[src/logic/emr_cfg.svh]
// constants for the error message routing block: offsets, fields, resets
// assumes inclusion by bare name from the package and design files
`ifndef EMR_CFG_SVH
`define EMR_CFG_SVH

`define EMR_ADDR_W 8
`define EMR_OFS_SMI_EN 8'h66
`define EMR_OFS_SCI_EN 8'h67
`define EMR_OFS_CAP_DIS 8'hf4
`define EMR_OFS_SERR_EN 8'h5c
`define EMR_OFS_FLAGS 8'h5e
`define EMR_OFS_CAP_VIEW 8'hf8
`define EMR_EN_MASK 8'h0b
`define EMR_EN_RESET 8'h00
`define EMR_CAP_DIS_MASK 32'h00000fff
`define EMR_CAP_DIS_RESET 12'h000
`define EMR_CAP_BITS 12
`define EMR_CAP_LSB 28
`define EMR_FLAG_W 8
`define EMR_THERM_BIT 3
`define EMR_MSG_BUSY_CYC 4'h3

`endif

[src/logic/emr_pkg.sv]
// types for the error message routing block
// assumes emr_cfg.svh is on the include path
`include "emr_cfg.svh"
package emr_pkg;
  // kind of special cycle carried on the hub link
  typedef enum logic [1:0] {
    EMR_MSG_NONE,
    EMR_MSG_SERR,
    EMR_MSG_SMI,
    EMR_MSG_SCI
  } emr_msg_type;

  typedef enum logic [0:0] {
    EMR_ST_IDLE,
    EMR_ST_SEND
  } emr_state_type;
endpackage : emr_pkg

[src/logic/emr_pick.sv]
// picks one pending error flag and its single message type
// assumes flag, enable vectors come from the same clock domain
module emr_pick #(
  parameter int W = 8
) (
  // pending flags and per-type enables
  input wire logic [W-1:0] i_pending,
  input wire logic [W-1:0] i_serr_en,
  input wire logic [W-1:0] i_smi_en,
  input wire logic [W-1:0] i_sci_en,
  // chosen flag and message
  output logic o_found,
  output logic [$clog2(W)-1:0] o_index,
  output emr_pkg::emr_msg_type o_msg
);
  // lowest pending flag wins; one message type per flag, serr first
  always_comb begin
    o_found = 1'b0;
    o_index = '0;
    o_msg = emr_pkg::EMR_MSG_NONE;
    for (int i = W - 1; i >= 0; i--) begin
      if (i_pending[i]) begin
        o_found = 1'b1;
        o_index = ($clog2(W))'(i);
        if (i_serr_en[i]) begin
          o_msg = emr_pkg::EMR_MSG_SERR;
        end else if (i_smi_en[i]) begin
          o_msg = emr_pkg::EMR_MSG_SMI;
        end else begin
          o_msg = emr_pkg::EMR_MSG_SCI;
        end
      end
    end
  end
endmodule : emr_pick

[src/logic/emr_route.sv]
// error message routing: registers, error latches, special cycle sender
// assumes error events are one-cycle pulses on i_clock; straps are pins
//
// Design decision made here: the address-and-strobe port.
`include "emr_cfg.svh"
module emr_route #(
  parameter int FLAG_W = `EMR_FLAG_W,
  parameter int CAP_W = `EMR_CAP_BITS
) (
  // clock and reset
  input wire logic i_clock,
  input wire logic i_rst_n,
  // register port
  input wire logic [`EMR_ADDR_W-1:0] i_addr,
  input wire logic [31:0] i_wdata,
  input wire logic i_wr,
  input wire logic i_rd,
  output logic [31:0] o_rdata,
  // error events and straps
  input wire logic [FLAG_W-1:0] i_error_event,
  input wire logic [CAP_W-1:0] i_cap_strap,
  // special cycle request toward the hub link
  output logic o_msg_valid,
  output emr_pkg::emr_msg_type o_msg_type,
  input wire logic i_msg_ready,
  // capability bits 39:28 as seen by the capability register
  output logic [CAP_W-1:0] o_cap_disabled
);
  localparam int IW = $clog2(FLAG_W);

  // all state in one record
  typedef struct packed {
    logic [7:0] smi_en;
    logic [7:0] sci_en;
    logic [7:0] serr_en;
    logic [CAP_W-1:0] cap_dis;
    logic [FLAG_W-1:0] flags;
    logic [FLAG_W-1:0] pending;
    logic [2:0][CAP_W-1:0] strap_sync;
    logic [CAP_W-1:0] strap_q;
    logic [CAP_W-1:0] cap_out;
    logic [31:0] rdata;
    logic msg_valid;
    emr_pkg::emr_msg_type msg_type;
    emr_pkg::emr_state_type state;
  } emr_state_rec_type;

  emr_state_rec_type st_q;
  emr_state_rec_type st_d;

  logic pick_found;
  logic [IW-1:0] pick_index;
  emr_pkg::emr_msg_type pick_msg;
  logic [FLAG_W-1:0] smi_en_w;
  logic [FLAG_W-1:0] sci_en_w;
  logic [FLAG_W-1:0] serr_en_w;
  logic [FLAG_W-1:0] routable;

  // widen enables to flag width
  assign smi_en_w = FLAG_W'(st_q.smi_en);
  assign sci_en_w = FLAG_W'(st_q.sci_en);
  assign serr_en_w = FLAG_W'(st_q.serr_en);
  // a flag only needs a message if some type enables it
  assign routable = st_q.pending & (smi_en_w | sci_en_w | serr_en_w);

  emr_pick #(
    .W(FLAG_W)
  ) u_pick (
    .i_pending(routable),
    .i_serr_en(serr_en_w),
    .i_smi_en(smi_en_w),
    .i_sci_en(sci_en_w),
    .o_found(pick_found),
    .o_index(pick_index),
    .o_msg(pick_msg)
  );

  // next state
  always_comb begin
    logic [31:0] wmask;
    logic [FLAG_W-1:0] clr;
    wmask = '0;
    clr = '0;
    st_d = st_q;

    // straps pass three flops; a change counts once stages two and three agree
    st_d.strap_sync[0] = i_cap_strap;
    st_d.strap_sync[1] = st_q.strap_sync[0];
    st_d.strap_sync[2] = st_q.strap_sync[1];
    if (st_q.strap_sync[1] == st_q.strap_sync[2]) begin
      st_d.strap_q = st_q.strap_sync[2];
    end
    // or only: a disable can remove a capability, never restore one
    st_d.cap_out = st_q.strap_q | st_q.cap_dis;

    // register writes; reserved bits masked off
    if (i_wr) begin
      case (i_addr)
        `EMR_OFS_SMI_EN: st_d.smi_en = i_wdata[7:0] & `EMR_EN_MASK;
        `EMR_OFS_SCI_EN: st_d.sci_en = i_wdata[7:0] & `EMR_EN_MASK;
        `EMR_OFS_SERR_EN: st_d.serr_en = i_wdata[7:0];
        `EMR_OFS_CAP_DIS: begin
          wmask = i_wdata & `EMR_CAP_DIS_MASK;
          st_d.cap_dis = wmask[CAP_W-1:0];
        end
        `EMR_OFS_FLAGS: clr = i_wdata[FLAG_W-1:0];
        default: ;
      endcase
    end

    // write one to clear; a new event in the same cycle wins
    st_d.flags = (st_q.flags & ~clr) | i_error_event;

    // each flag holds at most one pending request, dropped when its message is offered
    st_d.pending = st_q.pending | i_error_event;

    // sender: one special cycle per pending flag, one type only
    case (st_q.state)
      emr_pkg::EMR_ST_IDLE: begin
        if (pick_found) begin
          st_d.msg_valid = 1'b1;
          st_d.msg_type = pick_msg;
          st_d.pending[pick_index] = i_error_event[pick_index];
          st_d.state = emr_pkg::EMR_ST_SEND;
        end
      end
      emr_pkg::EMR_ST_SEND: begin
        if (i_msg_ready) begin
          st_d.msg_valid = 1'b0;
          st_d.msg_type = emr_pkg::EMR_MSG_NONE;
          st_d.state = emr_pkg::EMR_ST_IDLE;
        end
      end
      default: st_d.state = emr_pkg::EMR_ST_IDLE;
    endcase

    // flags with no enable at all keep a pending request only until one cycle after the event
    st_d.pending = st_d.pending & (smi_en_w | sci_en_w | serr_en_w | i_error_event);

    // read data one cycle after the strobe, zero otherwise
    st_d.rdata = '0;
    if (i_rd) begin
      case (i_addr)
        `EMR_OFS_SMI_EN: st_d.rdata = {24'h000000, st_q.smi_en};
        `EMR_OFS_SCI_EN: st_d.rdata = {24'h000000, st_q.sci_en};
        `EMR_OFS_SERR_EN: st_d.rdata = {24'h000000, st_q.serr_en};
        `EMR_OFS_CAP_DIS: st_d.rdata = 32'(st_q.cap_dis);
        `EMR_OFS_FLAGS: st_d.rdata = 32'(st_q.flags);
        `EMR_OFS_CAP_VIEW: st_d.rdata = 32'(st_q.cap_out);
        default: st_d.rdata = 32'h00000000;
      endcase
    end
  end

  // register the record
  always_ff @(posedge i_clock) begin
    if (!i_rst_n) begin
      st_q <= '0;
      st_q.msg_type <= emr_pkg::EMR_MSG_NONE;
      st_q.state <= emr_pkg::EMR_ST_IDLE;
    end else begin
      st_q <= st_d;
    end
  end

  // outputs straight from flops
  assign o_rdata = st_q.rdata;
  assign o_msg_valid = st_q.msg_valid;
  assign o_msg_type = st_q.msg_type;
  assign o_cap_disabled = st_q.cap_out;
endmodule : emr_route

[config.mk]
export PLATFORM = sky130hd
export DESIGN_NAME = emr_route
export DESIGN_NICKNAME = d
export VERILOG_FILES = /design/src/logic/emr_pkg.sv /design/src/logic/emr_pick.sv /design/src/logic/emr_route.sv
export VERILOG_INCLUDE_DIRS = /design/src /design/src/logic
export SDC_FILE = /design/constraint.sdc
export NUM_CORES = 1
export LEC_CHECK = 0
export BUFFER_PORTS_ARGS = -buffer_cell sky130_fd_sc_hd__clkbuf_2
export CORE_MARGIN = 10
export CORE_UTILIZATION = 40
export DETAILED_ROUTE_END_ITERATION = 16
export PLACE_DENSITY = 0.68
export SLEW_MARGIN = 5
export SYNTH_ARGS = -nofsm -noshare
export SYNTH_HDL_FRONTEND = slang
export SYNTH_SLANG_ARGS = --single-unit
[constraint.sdc]
create_clock -name i_clock -period 1.8 [get_ports i_clock]
set_input_delay 0.27 -clock i_clock [delete_from_list [all_inputs] [get_ports i_clock]]
set_output_delay 0.27 -clock i_clock [all_outputs]
set_load 0.05 [all_outputs]
==> flow_results.org <==
** Status
- The run finished with clean final reports.

** Worst setup path
- CP Max Fanout :: 3
- Data required time of the critical path :: 2110 ps
- Type of the worst setup path :: reg -> reg
- Worst path slowest cell :: sky130_fd_sc_hd__dfxtp_1
- STA classifies the critical path endpoint as a flip-flop.
- CP peak stage delay :: 340 ps
- Endpoint arrival time on the critical path :: 2010 ps
- STA classifies the critical path startpoint as a flip-flop.
- The critical path goes through o31ai_4, a32oi_2, or3_1, a21oi_2, o21ai_1, a32o_1.

** Logic synthesis
- Average cell area after synthesis :: 9.26 um^2
- After synthesis, the share of flip-flops with an asynchronous set or reset is 0%.
- The biggest area contributor in the post-synthesis netlist is sky130_fd_sc_hd__dfxtp_1.
- Synthesis inferred 118 register bits.
- Area share of the largest cell type after synthesis :: 48.7%
- Largest cells by area after synthesis :: sky130_fd_sc_hd__dfxtp_1, sky130_fd_sc_hd__buf_4, sky130_fd_sc_hd__and2_1
- For this run, the leading register cell type out of synthesis is sky130_fd_sc_hd__dfxtp_1.
- Count leader, synth :: sky130_fd_sc_hd__dfxtp_1
- Commonest cells post-synth :: sky130_fd_sc_hd__dfxtp_1, sky130_fd_sc_hd__nor2_1, sky130_fd_sc_hd__nand2_1, sky130_fd_sc_hd__buf_4, sky130_fd_sc_hd__a21oi_1
- Synthesis handed over a netlist of 524 instances.
- The synthesized netlist occupies a cell area of 4850 um^2.
- Distinct cell type count of the synthesized netlist :: 52
- During synthesis, Yosys emitted a total of 0 warnings.
- Register area share after synthesis :: 48.7%
- The synthesized design contains 0 enable-type register cells.

** Clock tree
- The clock passes through at most 2 buffers.
- CTS tree :: done
- After clock tree synthesis, the clock-pin slew on the worst setup and hold paths is 60 ps.
- The clock tree synthesis step divided the H-tree into 4 levels.
- Post-CTS setup-driven buffer insertion count :: 0
- Sink count of the clock tree :: 118
- Clock latency reported for the late side of the worst-skew pair :: 410 ps
- CTS buffer count :: 17
- Total of hold buffers inserted after clock tree synthesis :: 0
- The root buffer cell chosen for the clock tree is sky130_fd_sc_hd__clkbuf_16.
- Total of cells resized after clock tree synthesis :: 0

** STA
- Number of failing setup endpoints in the final timing report :: 0
- Between clock sinks in the finished design, the worst skew comes to 11.1 ps.
- The worst path uses 94.6% of the clock period.
- The final number of max-transition violations is 0.
- Setup repair after global routing missed its margin :: no
- The smallest clock period supported by the final layout is computed as 1700 ps.
- The number of hold-slack violations in the final timing report was 0.
- For this run, the top clock speed supported by timing is 0.587 GHz.
- Setup_tns :: 0 ps

** Power
- Combinational share of power :: 5.5%
- For this design the static power due to leakage is 2.54 nW.
- The clock network burns 52.2% of the power.
- Summed over all nets, the switching power comes to 0.00156 W.
- Sequential cells burn 42.2% of the power.
- Dividing total power by cell area gives a power density of 1100 nW/um^2.
- The internal power of the cells totals 0.00486 W.
- Net switching fraction of the power :: 24.3%
- Peak supply drop :: 697 uV

** Layout
- The net count of the finished layout is 653.
- Share of cells above drive strength 1 :: 26.1%
- Diode count :: 0
- Relative to the synthesized area, the layout overhead comes to 20.3%.
- Final Instance Area :: 5830 um^2

** Drt
- For this block, the routed nets add up to 11700 um of wire.
- Post-route DRC :: 0
- Vias per cell :: 5.12
- The detailed router finished its first iteration with 348 violations.
- Vias :: 3830
- First-pass DRT Iterations :: 5
- Antenna Nets Post-Route :: 0
- Routed len/inst :: 15.7 um

** Global route
- Entering global routing, the biggest net connects 26 pins.
- Number of global-route vias before repair :: 3824
- Initial antenna violation count :: 0
- Gr usage total :: 13.9%
- The first global-routing pass estimated 18500 um of wire.
- Total grt overflow :: 0

** Die
- After floorplanning, the core was sized to cover 12000 um^2.
- Starting utilization of the core area :: 40.5%
- DIE AREA :: 16900 um^2
- Top Ports :: 112
- Vertical die dimension :: 130 um
- Overall die width :: 130 um
- Number of rows created at floorplan :: 40

** Hold path
- The min-delay analysis places its worst path in the category in -> reg.

** Run
- Max_cap viols :: 0

** Place
- During placement, the flow inserted port buffers numbering 71.
- Summing all placed instances gives a cell area of 5190 um^2.
- At the end of routability-driven placement, the weighted congestion stood at 0.860.
- Summed over all nets, the half-perimeter wirelength after detailed placement is 8520 um.
-- sequential cells by signal (all words and copies together), names as in the netlist --
name            count
o_cap_disabled     12
o_msg_type          2
o_msg_valid         1
o_rdata            12
sci_en_w            3
serr_en_w           8
smi_en_w            3
st_d               24
st_q               53
-- per-layer routing --
layer  share of wire (%)  GRT usage (%)  up-vias  wire, um
met5                   0              0        -         0
met4                 2.4           7.41        0       280
met3                 6.1           4.50       30       718
met2                  48           22.5      140      5620
met1                  44           16.0     1796      5100
li1                    -              -     1864         -
-- cell type report --
class | count | area [um^2]
clock buffers | 17 | 425
clock inverters | 15 | 168
fillers | 1126 | 6130
inverters | 5 | 18.8
multi-input cells | 350 | 2120
flip-flops and latches | 118 | 2360
well taps | 147 | 184
repair buffers | 96 | 556
-- metrics by stage --
stage	hold slack, ps	power [W]	setup slack, ps	instances	util [%]
after global placement	415	0.00310	86.7	716	43.4
after CTS	50.3	0.00645	50.8	748	48.4
final	63.6	0.00642	97.0	748	48.8
after floorplan	378	0.00303	210	543	-
after detailed placement	421	0.00311	49.7	716	43.4
after global routing	57.9	0.00661	2.53	748	48.8
-- critical path, delay by kind of cell (launching register included) --
family	cells	cell delay, ps
DFF	1	340
and+or+nand+nor	1	340
AOI/OAI and AO/OA	5	920
-- logic make-up after synthesis --
kind of cell	share of synthesized area, %
AOI/OAI and AO/OA	13.6
xor gates and xnor gates	2.17
buffers and inverters	10.0
DFF	48.7
muxes	4.54
other	0.0773
and+or+nand+nor	20.9
-- power by group through the flow --
stage / logic (W) / registers, W / clock network (W)
2_1_floorplan: 0.000278 / 0.00275 / 0
3_3_place_gp: 0.000344 / 0.00276 / 0
3_5_place_dp: 0.000351 / 0.00276 / 0
4_1_cts: 0.000354 / 0.00271 / 0.00339
5_1_grt: 0.000388 / 0.00272 / 0.00351
6_report: 0.000355 / 0.00271 / 0.00335
-- worst paths after layout --
path,from,endpoint,slack (ps),cells past startpoint
max reg2reg,smi_en_w[3],o_msg_type[0],100,6
max,smi_en_w[3],o_msg_type[0],100,6
min reg2reg,st_d[76],st_d[88],430,1
min,i_cap_strap[3],st_d[75],60,2
-- layout by cell type (no fill, tap or decap), drive strengths merged, types with 2 or more instances in the layout --
| cell | synthesis | routed |
|---|---|---|
| or3 | 3 | 3 |
| a311oi | 2 | 2 |
| clkbuf | 11 | 88 |
| a21o | 2 | 2 |
| a22oi | 18 | 18 |
| o31a | 3 | 3 |
| o21ai | 7 | 7 |
| nand4 | 2 | 2 |
| nand3 | 20 | 20 |
| bufinv | 0 | 2 |
| nor3b | 3 | 3 |
| nor3 | 4 | 4 |
| o22ai | 2 | 2 |
| nand2b | 2 | 2 |
| xor2 | 12 | 12 |
| a21oi | 47 | 47 |
| a31oi | 2 | 2 |
| clkinv | 0 | 6 |
| a32oi | 2 | 2 |
| nand2 | 50 | 50 |
| o31ai | 3 | 3 |
| inv | 5 | 11 |
| mux2i | 22 | 22 |
| dfxtp | 118 | 118 |
| nor2 | 67 | 67 |
| a211oi | 2 | 2 |
| nor4 | 4 | 4 |
| and2 | 38 | 38 |
| conb | 1 | 20 |
| a222oi | 3 | 3 |
| buf | 59 | 25 |
(Power assumes the default switching activity.)
